**config.mk**
```make
export PLATFORM = sky130hd
export DESIGN_NAME = bcd_boot_config
export DESIGN_NICKNAME = d
export VERILOG_FILES = /design/src/bcd_pkg.sv /design/src/bcd_addr_decode.sv /design/src/bcd_boot_config.sv
export VERILOG_INCLUDE_DIRS = /design/src
export SDC_FILE = /design/constraint.sdc
export NUM_CORES = 1
export LEC_CHECK = 0
export BUFFER_PORTS_ARGS = -buffer_cell sky130_fd_sc_hd__buf_2
export CORE_MARGIN = 5
export CORE_UTILIZATION = 45
export DETAILED_ROUTE_END_ITERATION = 6
export HOLD_SLACK_MARGIN = 0.06
export PLACE_DENSITY = 0.83
export SYNTH_ARGS = -nofsm -noshare
export SYNTH_HDL_FRONTEND = slang
export SYNTH_SLANG_ARGS = --single-unit
export TNS_END_PERCENT = 5
```
**constraint.sdc**
```tcl
create_clock -name clock_in -period 3.03 [get_ports clock_in]
set_input_delay 0.606 -clock clock_in [delete_from_list [all_inputs] [get_ports clock_in]]
set_output_delay 0.606 -clock clock_in [all_outputs]
set_load 0.02 [all_outputs]
```
**src/bcd_boot_config_map.svh**
```systemverilog
// Purpose: address map, config word layout and defaults for the boot config block
// Assumes: byte addresses on a 32-bit system bus
// Notes:   definitions only, included by the modules
`ifndef BCD_BOOT_CONFIG_MAP_SVH
`define BCD_BOOT_CONFIG_MAP_SVH

// ----------------------------------------------------------------
// system regions
// ----------------------------------------------------------------
`define BCD_CODE_HI 32'h0007_ffff
`define BCD_SRAM_LO 32'h2000_0000
`define BCD_SRAM_HI 32'h2000_7fff
`define BCD_PERIPH_LO 32'h4000_0000
`define BCD_PERIPH_HI 32'h4000_ffff
`define BCD_PRIV_LO 32'he000_0000
`define BCD_PRIV_HI 32'he000_ffff

// ----------------------------------------------------------------
// flash areas inside the code region
// ----------------------------------------------------------------
`define BCD_PROG_HI 32'h0003_e7ff
`define BCD_DFLASH_LO 32'h0003_e800
`define BCD_DFLASH_HI 32'h0003_efff
`define BCD_BOOT_LO 32'h0003_f000
`define BCD_BOOT_HI 32'h0003_ffff
`define BCD_INFO_LO 32'h0004_0000
`define BCD_INFO_HI 32'h0004_03ff

// ----------------------------------------------------------------
// user configuration word
// ----------------------------------------------------------------
`define BCD_CFG_WORD_ADDR 32'h0004_0010
`define BCD_CFG_RESET_BIT 3
`define BCD_CFG_DEBUG_BIT 4
`define BCD_CFG_BOOT_BIT 6
`define BCD_CFG_READ_BIT 7
`define BCD_CFG_SIG_HI 31
`define BCD_CFG_SIG_LO 28
`define BCD_CFG_VALID_PATTERN 4'h5
`define BCD_DEF_RESET_EN 1'h0
`define BCD_DEF_DEBUG_EN 1'h1
`define BCD_DEF_BOOT_EN 1'h1
`define BCD_DEF_READ_EN 1'h1

// ----------------------------------------------------------------
// timing
// ----------------------------------------------------------------
`define BCD_FETCH_TIMEOUT_CYC 256

`endif

```
**src/bcd_pkg.sv**
```systemverilog
// Purpose: shared types of the boot config block
// Assumes: nothing beyond the map header
// Notes:   enums carry no explicit codes
package bcd_pkg;

  // ----------------------------------------------------------------
  // decode results
  // ----------------------------------------------------------------
  // top-level system region
  typedef enum logic [2:0] {
    bcd_rg_none,
    bcd_rg_code,
    bcd_rg_sram,
    bcd_rg_periph,
    bcd_rg_priv
  } bcd_region_t;

  // flash area within the code region
  typedef enum logic [2:0] {
    bcd_ar_none,
    bcd_ar_prog,
    bcd_ar_dflash,
    bcd_ar_boot,
    bcd_ar_info
  } bcd_area_t;

  // config loader states
  typedef enum logic [1:0] {
    bcd_st_fetch,
    bcd_st_done
  } bcd_state_t;

endpackage

```
**src/bcd_addr_decode.sv**
```systemverilog
// Purpose: combinational address decode into regions and flash areas
// Assumes: 32-bit byte address
// Notes:   reserved holes decode to none
`timescale 1ns/1ps
`include "bcd_boot_config_map.svh"

module bcd_addr_decode
  import bcd_pkg::*;
(
  input wire logic [31:0] addr_in,
  output bcd_region_t region_out,
  output bcd_area_t area_out
);

  // ----------------------------------------------------------------
  // region decode
  // ----------------------------------------------------------------
  // lower code bound is zero, so only the top is compared
  always_comb begin
    region_out = bcd_rg_none;
    if (addr_in <= `BCD_CODE_HI) begin
      region_out = bcd_rg_code;
    end else if (addr_in >= `BCD_SRAM_LO && addr_in <= `BCD_SRAM_HI) begin
      region_out = bcd_rg_sram;
    end else if (addr_in >= `BCD_PERIPH_LO && addr_in <= `BCD_PERIPH_HI) begin
      region_out = bcd_rg_periph;
    end else if (addr_in >= `BCD_PRIV_LO && addr_in <= `BCD_PRIV_HI) begin
      region_out = bcd_rg_priv;
    end
  end

  // ----------------------------------------------------------------
  // flash area decode
  // ----------------------------------------------------------------
  always_comb begin
    area_out = bcd_ar_none;
    if (addr_in <= `BCD_PROG_HI) begin
      area_out = bcd_ar_prog;
    end else if (addr_in >= `BCD_DFLASH_LO && addr_in <= `BCD_DFLASH_HI) begin
      area_out = bcd_ar_dflash;
    end else if (addr_in >= `BCD_BOOT_LO && addr_in <= `BCD_BOOT_HI) begin
      area_out = bcd_ar_boot;
    end else if (addr_in >= `BCD_INFO_LO && addr_in <= `BCD_INFO_HI) begin
      area_out = bcd_ar_info;
    end
  end

endmodule

```
**src/bcd_boot_config.sv**
```systemverilog
// Purpose: registered address decode plus boot config word loader
// Assumes: flash answers a fetch with one-cycle ack and data
// Notes:   defaults drive the startup controls until the word is applied
`timescale 1ns/1ps
`include "bcd_boot_config_map.svh"

// Functional notes
// - low 512KB goes to code flash
// - sram data region up to 0x20007fff
// - peripheral and core private bus windows
// - program flash up to 0x0003e7ff
// - 2KB data flash area
// - 4KB bootloader area
// - 1KB config info area, rest reserved
// - fetch config word at 0x00040010
// - bit 3 enables reset pin, default off
// - bits 4 and 6 debug, boot; default on
// - bit 7 zero refuses programmer readout
// - bits 31..28 must read 0101
module bcd_boot_config
  import bcd_pkg::*;
#(
  parameter int unsigned FETCH_TIMEOUT = `BCD_FETCH_TIMEOUT_CYC
)
(
  input wire logic clock_in,
  input wire logic rst_in,
  input wire logic addr_valid_in,
  input wire logic [31:0] addr_in,
  output logic code_sel_out,
  output logic sram_sel_out,
  output logic periph_sel_out,
  output logic core_private_bus_sel_out,
  output logic unmapped_out,
  output logic user_program_flash_sel_out,
  output logic user_data_flash_sel_out,
  output logic boot_flash_sel_out,
  output logic system_config_flash_sel_out,
  output logic cfg_req_out,
  output logic [31:0] cfg_addr_out,
  input wire logic cfg_ack_in,
  input wire logic [31:0] cfg_data_in,
  output logic cfg_done_out,
  output logic cfg_valid_out,
  output logic pin_reset_en_out,
  output logic debug_en_out,
  output logic bootloader_en_out,
  output logic readout_allowed_out,
  input wire logic reset_pin_n_in,
  output logic ext_reset_out,
  input wire logic prog_read_req_in,
  output logic prog_read_grant_out,
  output logic prog_read_refuse_out
);

  // ----------------------------------------------------------------
  // parameter checks
  // ----------------------------------------------------------------
  if (FETCH_TIMEOUT < 1 || FETCH_TIMEOUT > 65535) begin : g_bad_timeout
    $error("FETCH_TIMEOUT must be 1..65535");
  end

  // ----------------------------------------------------------------
  // address decode
  // ----------------------------------------------------------------
  bcd_region_t region; // decoded region of addr_in
  bcd_area_t area; // decoded flash area of addr_in

  bcd_addr_decode u_decode (
    .addr_in(addr_in),
    .region_out(region),
    .area_out(area)
  );

  // selects are registered; all low when no address is offered
  always_ff @(posedge clock_in) begin
    if (rst_in) begin
      code_sel_out <= 1'b0;
      sram_sel_out <= 1'b0;
      periph_sel_out <= 1'b0;
      core_private_bus_sel_out <= 1'b0;
      unmapped_out <= 1'b0;
    end else begin
      code_sel_out <= addr_valid_in && region == bcd_rg_code;
      sram_sel_out <= addr_valid_in && region == bcd_rg_sram;
      periph_sel_out <= addr_valid_in && region == bcd_rg_periph;
      core_private_bus_sel_out <= addr_valid_in && region == bcd_rg_priv;
      // reserved holes flagged so the bus can fault
      unmapped_out <= addr_valid_in && region == bcd_rg_none;
    end
  end

  // flash area selects, one hot or none
  always_ff @(posedge clock_in) begin
    if (rst_in) begin
      user_program_flash_sel_out <= 1'b0;
      user_data_flash_sel_out <= 1'b0;
      boot_flash_sel_out <= 1'b0;
      system_config_flash_sel_out <= 1'b0;
    end else begin
      user_program_flash_sel_out <= addr_valid_in && area == bcd_ar_prog;
      user_data_flash_sel_out <= addr_valid_in && area == bcd_ar_dflash;
      boot_flash_sel_out <= addr_valid_in && area == bcd_ar_boot;
      system_config_flash_sel_out <= addr_valid_in && area == bcd_ar_info;
    end
  end

  // ----------------------------------------------------------------
  // config word loader
  // ----------------------------------------------------------------
  bcd_state_t state; // loader state
  logic [15:0] wait_cnt; // cycles spent waiting for ack
  logic sig_ok; // config_valid_pattern present in fetched word
  logic timed_out; // flash never answered

  assign sig_ok = cfg_data_in[`BCD_CFG_SIG_HI:`BCD_CFG_SIG_LO] == `BCD_CFG_VALID_PATTERN;
  assign timed_out = wait_cnt == 16'(FETCH_TIMEOUT - 1);

  // request the fixed word address while fetching
  assign cfg_req_out = state == bcd_st_fetch;
  assign cfg_addr_out = `BCD_CFG_WORD_ADDR;

  // state and wait counter; a dead flash must not hang startup
  always_ff @(posedge clock_in) begin
    if (rst_in) begin
      state <= bcd_st_fetch;
      wait_cnt <= 16'h0000;
    end else begin
      unique case (state)
        bcd_st_fetch: begin
          wait_cnt <= wait_cnt + 16'h0001;
          if (cfg_ack_in || timed_out) begin
            state <= bcd_st_done;
          end
        end
        bcd_st_done: begin
          state <= bcd_st_done;
        end
      endcase
    end
  end

  // startup control bits; defaults hold until a good word lands
  always_ff @(posedge clock_in) begin
    if (rst_in) begin
      pin_reset_en_out <= `BCD_DEF_RESET_EN;
      debug_en_out <= `BCD_DEF_DEBUG_EN;
      bootloader_en_out <= `BCD_DEF_BOOT_EN;
      readout_allowed_out <= `BCD_DEF_READ_EN;
      cfg_valid_out <= 1'b0;
      cfg_done_out <= 1'b0;
    end else if (state == bcd_st_fetch && (cfg_ack_in || timed_out)) begin
      cfg_done_out <= 1'b1;
      // only a word carrying the pattern is trusted
      if (cfg_ack_in && sig_ok) begin
        cfg_valid_out <= 1'b1;
        pin_reset_en_out <= cfg_data_in[`BCD_CFG_RESET_BIT];
        debug_en_out <= cfg_data_in[`BCD_CFG_DEBUG_BIT];
        bootloader_en_out <= cfg_data_in[`BCD_CFG_BOOT_BIT];
        readout_allowed_out <= cfg_data_in[`BCD_CFG_READ_BIT];
      end else begin
        // invalid or missing word, keep defaults
        cfg_valid_out <= 1'b0;
        pin_reset_en_out <= `BCD_DEF_RESET_EN;
        debug_en_out <= `BCD_DEF_DEBUG_EN;
        bootloader_en_out <= `BCD_DEF_BOOT_EN;
        readout_allowed_out <= `BCD_DEF_READ_EN;
      end
    end
  end

  // ----------------------------------------------------------------
  // external reset pin
  // ----------------------------------------------------------------
  logic [2:0] pin_sync; // pin synchroniser, [0] read only by [1]
  logic pin_low; // filtered pin level, high when pin held low

  // three-stage sync; pin is asynchronous to clock_in
  always_ff @(posedge clock_in) begin
    if (rst_in) begin
      pin_sync <= 3'h7;
    end else begin
      pin_sync <= {pin_sync[1:0], reset_pin_n_in};
    end
  end

  // level accepted only when stages two and three agree
  always_ff @(posedge clock_in) begin
    if (rst_in) begin
      pin_low <= 1'b0;
    end else if (pin_sync[1] == pin_sync[2]) begin
      pin_low <= ~pin_sync[2];
    end
  end

  always_ff @(posedge clock_in) begin
    if (rst_in) begin
      ext_reset_out <= 1'b0;
    end else begin
      ext_reset_out <= pin_reset_en_out && pin_low;
    end
  end

  // ----------------------------------------------------------------
  // programmer readout gate
  // ----------------------------------------------------------------
  // refuse readout when protected or not yet loaded
  always_ff @(posedge clock_in) begin
    if (rst_in) begin
      prog_read_grant_out <= 1'b0;
      prog_read_refuse_out <= 1'b0;
    end else begin
      prog_read_grant_out <= prog_read_req_in && cfg_done_out && readout_allowed_out;
      prog_read_refuse_out <= prog_read_req_in && !(cfg_done_out && readout_allowed_out);
    end
  end

  // ----------------------------------------------------------------
  // checks
  // ----------------------------------------------------------------
  a_code_route: assert property (@(posedge clock_in) disable iff (rst_in)
    addr_valid_in && addr_in <= `BCD_CODE_HI |=> code_sel_out && !unmapped_out)
    else $error("code address not routed to code region");

  a_sram_route: assert property (@(posedge clock_in) disable iff (rst_in)
    addr_valid_in && addr_in >= `BCD_SRAM_LO && addr_in <= `BCD_SRAM_HI
    |=> sram_sel_out && !code_sel_out)
    else $error("sram address not routed to sram");

  a_periph_priv: assert property (@(posedge clock_in) disable iff (rst_in)
    addr_valid_in |=> (periph_sel_out == ($past(addr_in) >= `BCD_PERIPH_LO
    && $past(addr_in) <= `BCD_PERIPH_HI)) && (core_private_bus_sel_out ==
    ($past(addr_in) >= `BCD_PRIV_LO && $past(addr_in) <= `BCD_PRIV_HI)))
    else $error("peripheral or private bus decode wrong");

  a_prog_area: assert property (@(posedge clock_in) disable iff (rst_in)
    addr_valid_in && addr_in == `BCD_PROG_HI |=> user_program_flash_sel_out)
    else $error("top of program flash not selected");

  a_dflash_area: assert property (@(posedge clock_in) disable iff (rst_in)
    addr_valid_in && addr_in >= `BCD_DFLASH_LO && addr_in <= `BCD_DFLASH_HI
    |=> user_data_flash_sel_out && !user_program_flash_sel_out)
    else $error("data flash area not selected");

  a_boot_area: assert property (@(posedge clock_in) disable iff (rst_in)
    addr_valid_in && addr_in >= `BCD_BOOT_LO && addr_in <= `BCD_BOOT_HI
    |=> boot_flash_sel_out)
    else $error("bootloader area not selected");

  a_info_area: assert property (@(posedge clock_in) disable iff (rst_in)
    addr_valid_in && addr_in > `BCD_INFO_HI && addr_in <= `BCD_CODE_HI
    |=> code_sel_out && !system_config_flash_sel_out && !user_program_flash_sel_out)
    else $error("reserved code space selected a flash area");

  a_fetch_addr: assert property (@(posedge clock_in) disable iff (rst_in)
    cfg_req_out |-> cfg_addr_out == `BCD_CFG_WORD_ADDR && !cfg_done_out)
    else $error("config fetch at wrong address");

  a_reset_pin: assert property (@(posedge clock_in) disable iff (rst_in)
    ext_reset_out |-> $past(pin_reset_en_out) && $past(pin_low))
    else $error("reset pin acted while disabled");

  a_good_word: assert property (@(posedge clock_in) disable iff (rst_in)
    cfg_req_out && cfg_ack_in && sig_ok |=> cfg_valid_out
    && debug_en_out == $past(cfg_data_in[`BCD_CFG_DEBUG_BIT])
    && bootloader_en_out == $past(cfg_data_in[`BCD_CFG_BOOT_BIT]))
    else $error("valid config word not applied");

  a_readout_block: assert property (@(posedge clock_in) disable iff (rst_in)
    prog_read_req_in && !readout_allowed_out |=> prog_read_refuse_out && !prog_read_grant_out)
    else $error("protected flash readout granted");

  a_bad_sig: assert property (@(posedge clock_in) disable iff (rst_in)
    cfg_req_out && cfg_ack_in && !sig_ok |=> cfg_done_out && !cfg_valid_out
    && !pin_reset_en_out && debug_en_out && bootloader_en_out && readout_allowed_out)
    else $error("invalid config word not replaced by defaults");

  a_valid_pattern: assert property (@(posedge clock_in) disable iff (rst_in)
    $rose(cfg_valid_out) |-> $past(cfg_ack_in) && $past(sig_ok))
    else $error("config marked valid without the pattern");

  // cycles since reset, saturating; lets the load bound follow FETCH_TIMEOUT
  logic [16:0] boot_age; // wide enough for the largest legal timeout
  always_ff @(posedge clock_in) begin
    if (rst_in) begin
      boot_age <= 17'h00000;
    end else if (boot_age != 17'h1ffff) begin
      boot_age <= boot_age + 17'h00001;
    end
  end

  a_load_bound: assert property (@(posedge clock_in) disable iff (rst_in)
    boot_age >= 17'(FETCH_TIMEOUT) |-> cfg_done_out)
    else $error("config load did not finish");

endmodule

```
# [Word level (Yosys, flattened, before mapping)]
# Cells that the tools add are included.
[totals] ff_bits=40 in_bits=70 out_inout_bits=51 word_cells=92
[op_classes] n_addsub=1 order_cmp=14 eq_ne=13 muxes=15 bitwise=1 n_reduce_logical=26
[op_table] cell="$le A32 B18 Y1 const B" count=3
[op_table] cell="$ge A32 B18 Y1 const B" count=2
[op_table] cell="$le A32 B19 Y1 const B" count=2
[op_table] cell="$ge A32 B19 Y1 const B" count=1
[op_table] cell="$ge A32 B30 Y1 const B" count=1
[op_table] cell="$ge A32 B31 Y1 const B" count=1
[op_table] cell="$ge A32 B32 Y1 const B" count=1
[op_table] cell="$le A32 B30 Y1 const B" count=1
[op_table] cell="$le A32 B31 Y1 const B" count=1
[op_table] cell="$le A32 B32 Y1 const B" count=1
[op_table] cell="$mux W3" count=8
[op_table] cell="$logic_and A1 B1 Y1" count=22
[op_table] cell="$add A16 B1 Y16 const B" count=1
[op_table] cell="$eq A16 B8 Y1 const B" count=1
[op_table] cell="$eq A3 B2 Y1 const B" count=4
[op_table] cell="$eq A3 B1 Y1 const B" count=2
[op_table] cell="$eq A3 B3 Y1 const B" count=2
[op_table] cell="$mux W1" count=5
[op_table] cell="$eq A4 B3 Y1 const B" count=1
[op_table] cell="$pmux W2 S2" count=1
[op_table] cell="$logic_not A3 Y1" count=1
[op_table] cell="$eq A2 B1 Y1 const B" count=1
[op_table] cell="$logic_not A2 Y1" count=1
[op_table] cell="$mux W2" count=1
[op_table] cell="other kinds (5)" count=5

# [Longest topological paths before layout]
[logic_depth] depth_word=8 mapped_depth=6 mapped_depth_nobuf=5

# [Hierarchy]
# Synthesis repeated with hierarchy kept, for this count alone.
[unflattened] hier_cells=224 area_unflattened_um2=2000.7
[modules_own_cells] mod="bcd_boot_config" instances=1 cells_each=194 area_per_inst_um2=1815.5 seq_area_each_um2=780.7
[modules_own_cells] mod="bcd_addr_decode" instances=1 cells_each=30 area_per_inst_um2=185.2 seq_area_each_um2=0.0

# [Worst setup path before layout]
# Ideal clock, no wire load.
[synth_timing] kind="input to register" startpoint="input addr_in[26]" endpoint="register user_data_flash_sel_out" arrival_ns=1.509 required_ns=2.969 path_slack_ns=1.459 cell_stages=4 n_path_buf=0 cell_sequence="nor4_4 nand4_4 nor4b_4 and4b_1"
[synth_via] elab_chain_cells=8
[synth_lines] item="start, declared" line="bcd_boot_config.sv:29" text="input wire logic [31:0] addr_in,"
[synth_lines] item="$ge A32 B19 Y1 (no source line) or $le A32 B19 Y1 (tied branches)"
[synth_lines] item="$logic_and A1 B1 Y1 (no source line)"
[synth_lines] item="$mux W3" line="bcd_addr_decode.sv:43" text="end else if (addr_in >= `BCD_INFO_LO && addr_in <= `BCD_INFO_HI) begin"
[synth_lines] item="$mux W3" line="bcd_addr_decode.sv:41" text="end else if (addr_in >= `BCD_BOOT_LO && addr_in <= `BCD_BOOT_HI) begin"
[synth_lines] item="$mux W3" line="bcd_addr_decode.sv:39" text="end else if (addr_in >= `BCD_DFLASH_LO && addr_in <= `BCD_DFLASH_HI) begin"
[synth_lines] item="$mux W3 (*)" line="bcd_addr_decode.sv:37" text="if (addr_in <= `BCD_PROG_HI) begin"
[synth_lines] item="$eq A3 B2 Y1 (*)" line="bcd_boot_config.sv:102" text="user_data_flash_sel_out <= addr_valid_in && area == bcd_ar_dflash;"
[synth_lines] item="$logic_and A1 B1 Y1 (*)" line="bcd_boot_config.sv:102"
[synth_lines] item="end signal, assigned" line="bcd_boot_config.sv:102"
[synth_lines] item="end, declared" line="bcd_boot_config.sv:36" text="output logic user_data_flash_sel_out,"
# Mark *: on every way between the ends. The rest lies on a longest branch, timed or not.
# A chain may end at the register's enable or synchronous reset.

==> tab_implementation.tex <==
\begin{tabular}{lr}
\hline
Metric & Value \\
\hline
\multicolumn{2}{l}{\textbf{Run status}} \\
Run status & finished clean \\
\multicolumn{2}{l}{\textbf{CTS}} \\
Clock root buffer & clkbuf\_8 \\
Hold\_buf cts & 0 \\
PostCTS Resize Cnt & 0 \\
TritonCTS Buffers & 5 \\
TritonCTS clock tree & done \\
CTS H-Tree Depth & 2 \\
Buffers inserted by post-CTS timing repair & 0 \\
Maximum buffer depth of the clock tree & 2 \\
CTS clk-pin slew, worst paths & roughly 0.07 ns \\
Latest clock arrival within the worst-skew pair & roughly 0.28 ns \\
Clock sink total & 39 \\
\multicolumn{2}{l}{\textbf{Global routing}} \\
Initial antenna violation count & 0 \\
Via count of the first global-routing pass & 1429 \\
Global-route wire length before repair & 6440 µm \\
Remaining global-route overflow & 0 \\
Pin count of the biggest net entering global routing & 33 \\
Total routing usage reported by global routing & 13.3\% \\
\multicolumn{2}{l}{\textbf{Die}} \\
Width of the die & 76.3 µm \\
Die Footprint & 5820 µm² \\
Core region area & around 4300 µm² \\
Initial cell density of the core & a little under half \\
Total number of placement rows & 24 \\
Die height & around 76 µm \\
Count of boundary I/O pins & 121 \\
\multicolumn{2}{l}{\textbf{Place}} \\
Port buffer count & 54 \\
RD Place Congestion & $\sim$0.76 \\
Detail Placement HPWL & approximately 3000 µm \\
\multicolumn{2}{l}{\textbf{Power}} \\
Clock power share & between 40\% and 50\% \\
Worst IR Drop VDD & approximately 180 µV \\
Total internal power & around 0.00089 W \\
Part of the power in registers & between 40\% and 50\% \\
Total power divided by cell area & between 500 and 600 nW/µm² \\
Leakage & about 0.99 nW \\
Post-layout total power & 0.00115 W \\
Share of total power consumed by net switching & between 20\% and 30\% \\
Comb pwr share & a little over a tenth \\
Reported net switching power & around 0.00026 W \\
\multicolumn{2}{l}{\textbf{Synth}} \\
Seq/Total Area, Yosys & about two fifths \\
Cell taking the most area after synthesis & dfxtp\_1 \\
Most common cell in the netlist & dfxtp\_1 \\
Leading post-synthesis cells by instance count & 39 x dfxtp\_1, 32 x buf\_4, 25 x nor2\_1 \\
Flip-flop and latch count after synthesis & 39 \\
Post-synth design cell area & roughly 2000 µm² \\
Cell variety after synth & 51 \\
Fraction of registers with async set/reset & 0\% \\
Synthesized instance count & between 200 and 250 \\
Synth top area cells & dfxtp\_1 40\%, buf\_4 12\%, nor2\_1 4.7\% \\
Synthesis warning total & 0 \\
Area share of the leading cell type in the synthesized netlist & approximately 40\% \\
Top\_reg\_cell synth & dfxtp\_1 \\
Post-synth EDFFs & 0 \\
Synthesized area divided by synthesized cell count & between 9 and 10 µm² \\
\multicolumn{2}{l}{\textbf{Final layout}} \\
Area taken by multi-input logic gates & slightly above 1000 µm² \\
Layout cells sized above 1 & between 30 and 40\% \\
Count of inserted antenna diode cells & 0 \\
Sequential cell area & between 700 and 800 µm² \\
Fill cell total of the finished layout & a little under 400 \\
Area growth from synthesis to layout & 15.5\% \\
Largest registers & wait\_cnt: 16 flops, pin\_sync: 3 flops \\
Number of nets at the end of the flow & between 300 and 400 \\
Number of flip-flops in the largest register & 16 \\
Largest Register & wait\_cnt \\
\multicolumn{2}{l}{\textbf{Detailed routing}} \\
Vias after detailed routing & between 1000 and 1500 \\
Initial drt markers & 32 \\
Detail-routed net length per standard cell & approximately 12 µm \\
DRC & 0 \\
Number of iterations in the first detailed-routing pass & 4 \\
Number of nets with antenna violations after routing & 0 \\
Post-DR vias/cell & between 4 and 5 \\
Total Routed Length & between 3000 and 4000 µm \\
\multicolumn{2}{l}{\textbf{Timing}} \\
Final setup TNS & 0 ns \\
Setup repair after global routing missed its margin & no \\
Highest attainable clock frequency & 588 MHz \\
Number of setup violations in the final report & 0 \\
Max\_slew headroom & $\sim$65\% \\
Share of the clock period used by the worst path & 56.1\% \\
Final worst path period need & around 1.7 ns \\
Post-route clock skew & between 0.003 and 0.004 ns \\
Number of failing hold endpoints at the final stage & 0 \\
Final Max Slew Viols & 0 \\
Least-Margin Pin Slew & 0.523 ns \\
\multicolumn{2}{l}{\textbf{Setup path}} \\
Largest stage delay, worst path & approximately 0.42 ns \\
Data arrival time of the critical path & 1.87 ns \\
Class of the most critical setup path & in -> reg \\
Crit end category & flop \\
Highest net fanout along the worst path & 32 \\
Cell breakdown of the critical path & buf\_2 > and2b\_2 > nand4\_4 > and2b\_2 > and4b\_1 \\
Critical path required time & about 3.2 ns \\
Most used cell, CP & and2b\_2 \\
Critical path launch point type & input pin \\
Crit path max-delay cell type & buf\_2 \\
\multicolumn{2}{l}{\textbf{Job}} \\
Number of max-cap violations & 0 \\
\multicolumn{2}{l}{\textbf{Worst hold path}} \\
Path class of the lowest-slack min-delay path & reg -> reg \\
\hline
\end{tabular}
-- per-layer routing --
layer  wire length [µm]  share of wire, %  vias up  track usage, %
met5                  0                 0        -               0
met4                 63               1.7        0            5.24
met3                297               7.9        4            5.20
met2               1790                48       59            21.6
met1               1610                43      674            15.8
li1                   -                 -      760               -
-- area by class of cell --
type,count,area share [%]
inverters,3,0.493
clock buffers,6,3.18
multi-input cells,157,44.8
well taps,52,2.85
flip-flops and latches,39,34.2
repair buffers,54,11.8
clock inverters,2,2.63
-- critical path: cells and delay by family --
kind | cells | cell delay, ns
buffers and inverters | 1 | 0.42
AND/OR/NAND/NOR | 4 | 0.84
-- power groups by stage --
stage	combinational, W	clock, W	sequential (W)
5_1_grt	0.000133	0.000538	0.000535
4_1_cts	0.000120	0.000511	0.000533
3_3_place_gp	0.000119	0	0.000545
3_5_place_dp	0.000120	0	0.000545
2_1_floorplan	0.000110	0	0.000546
6_report	0.000121	0.000494	0.000533
-- worst paths after layout --
kind,start,end,depth (start not counted),slack [ns]
min,pin_sync[0],pin_sync[1],1,0.41
min reg2reg,pin_sync[0],pin_sync[1],1,0.41
max,rst_in,sram_sel_out,5,1.33
max reg2reg,wait_cnt[0],pin_reset_en_out,5,1.37
-- kinds of logic (layout without fill, tap and decap cells) --
kind of cell	count (synthesis)	after routing	synth area share [%]
and+or+nand+nor	92	92	32.0
buffers and inverters	40	65	14.4
DFF	39	39	39.5
AOI/OAI and AO/OA	18	18	6.52
xor gates and xnor gates	11	11	4.88
adders and majority gates	2	2	1.14
other	2	32	0.380
muxes	2	2	1.08
-- stage by stage --
step	utilization [%]	hold slack, ns	worst slack, ns	area [µm²]	instances
2_1_floorplan	-	0.389	1.46	2090	236
3_3_place_gp	50.1	0.403	1.06	2150	305
3_5_place_dp	50.1	0.407	1.04	2150	305
4_1_cts	53.1	0.418	1.33	2280	313
5_1_grt	53.1	0.438	1.15	2280	313
6_report	53.1	0.414	1.33	2280	313
-- placed cells by master (no fill, tap or decap), types with 6 or more instances in the layout --
cell and n:
buf_2 54, dfxtp_1 39, conb_1 32, nor2_1 25
nand2_1 8, o21ai_0 7, nor3_1 6, nand4_1 6
xnor2_1 6
Power figures use the tool's default switching activity.
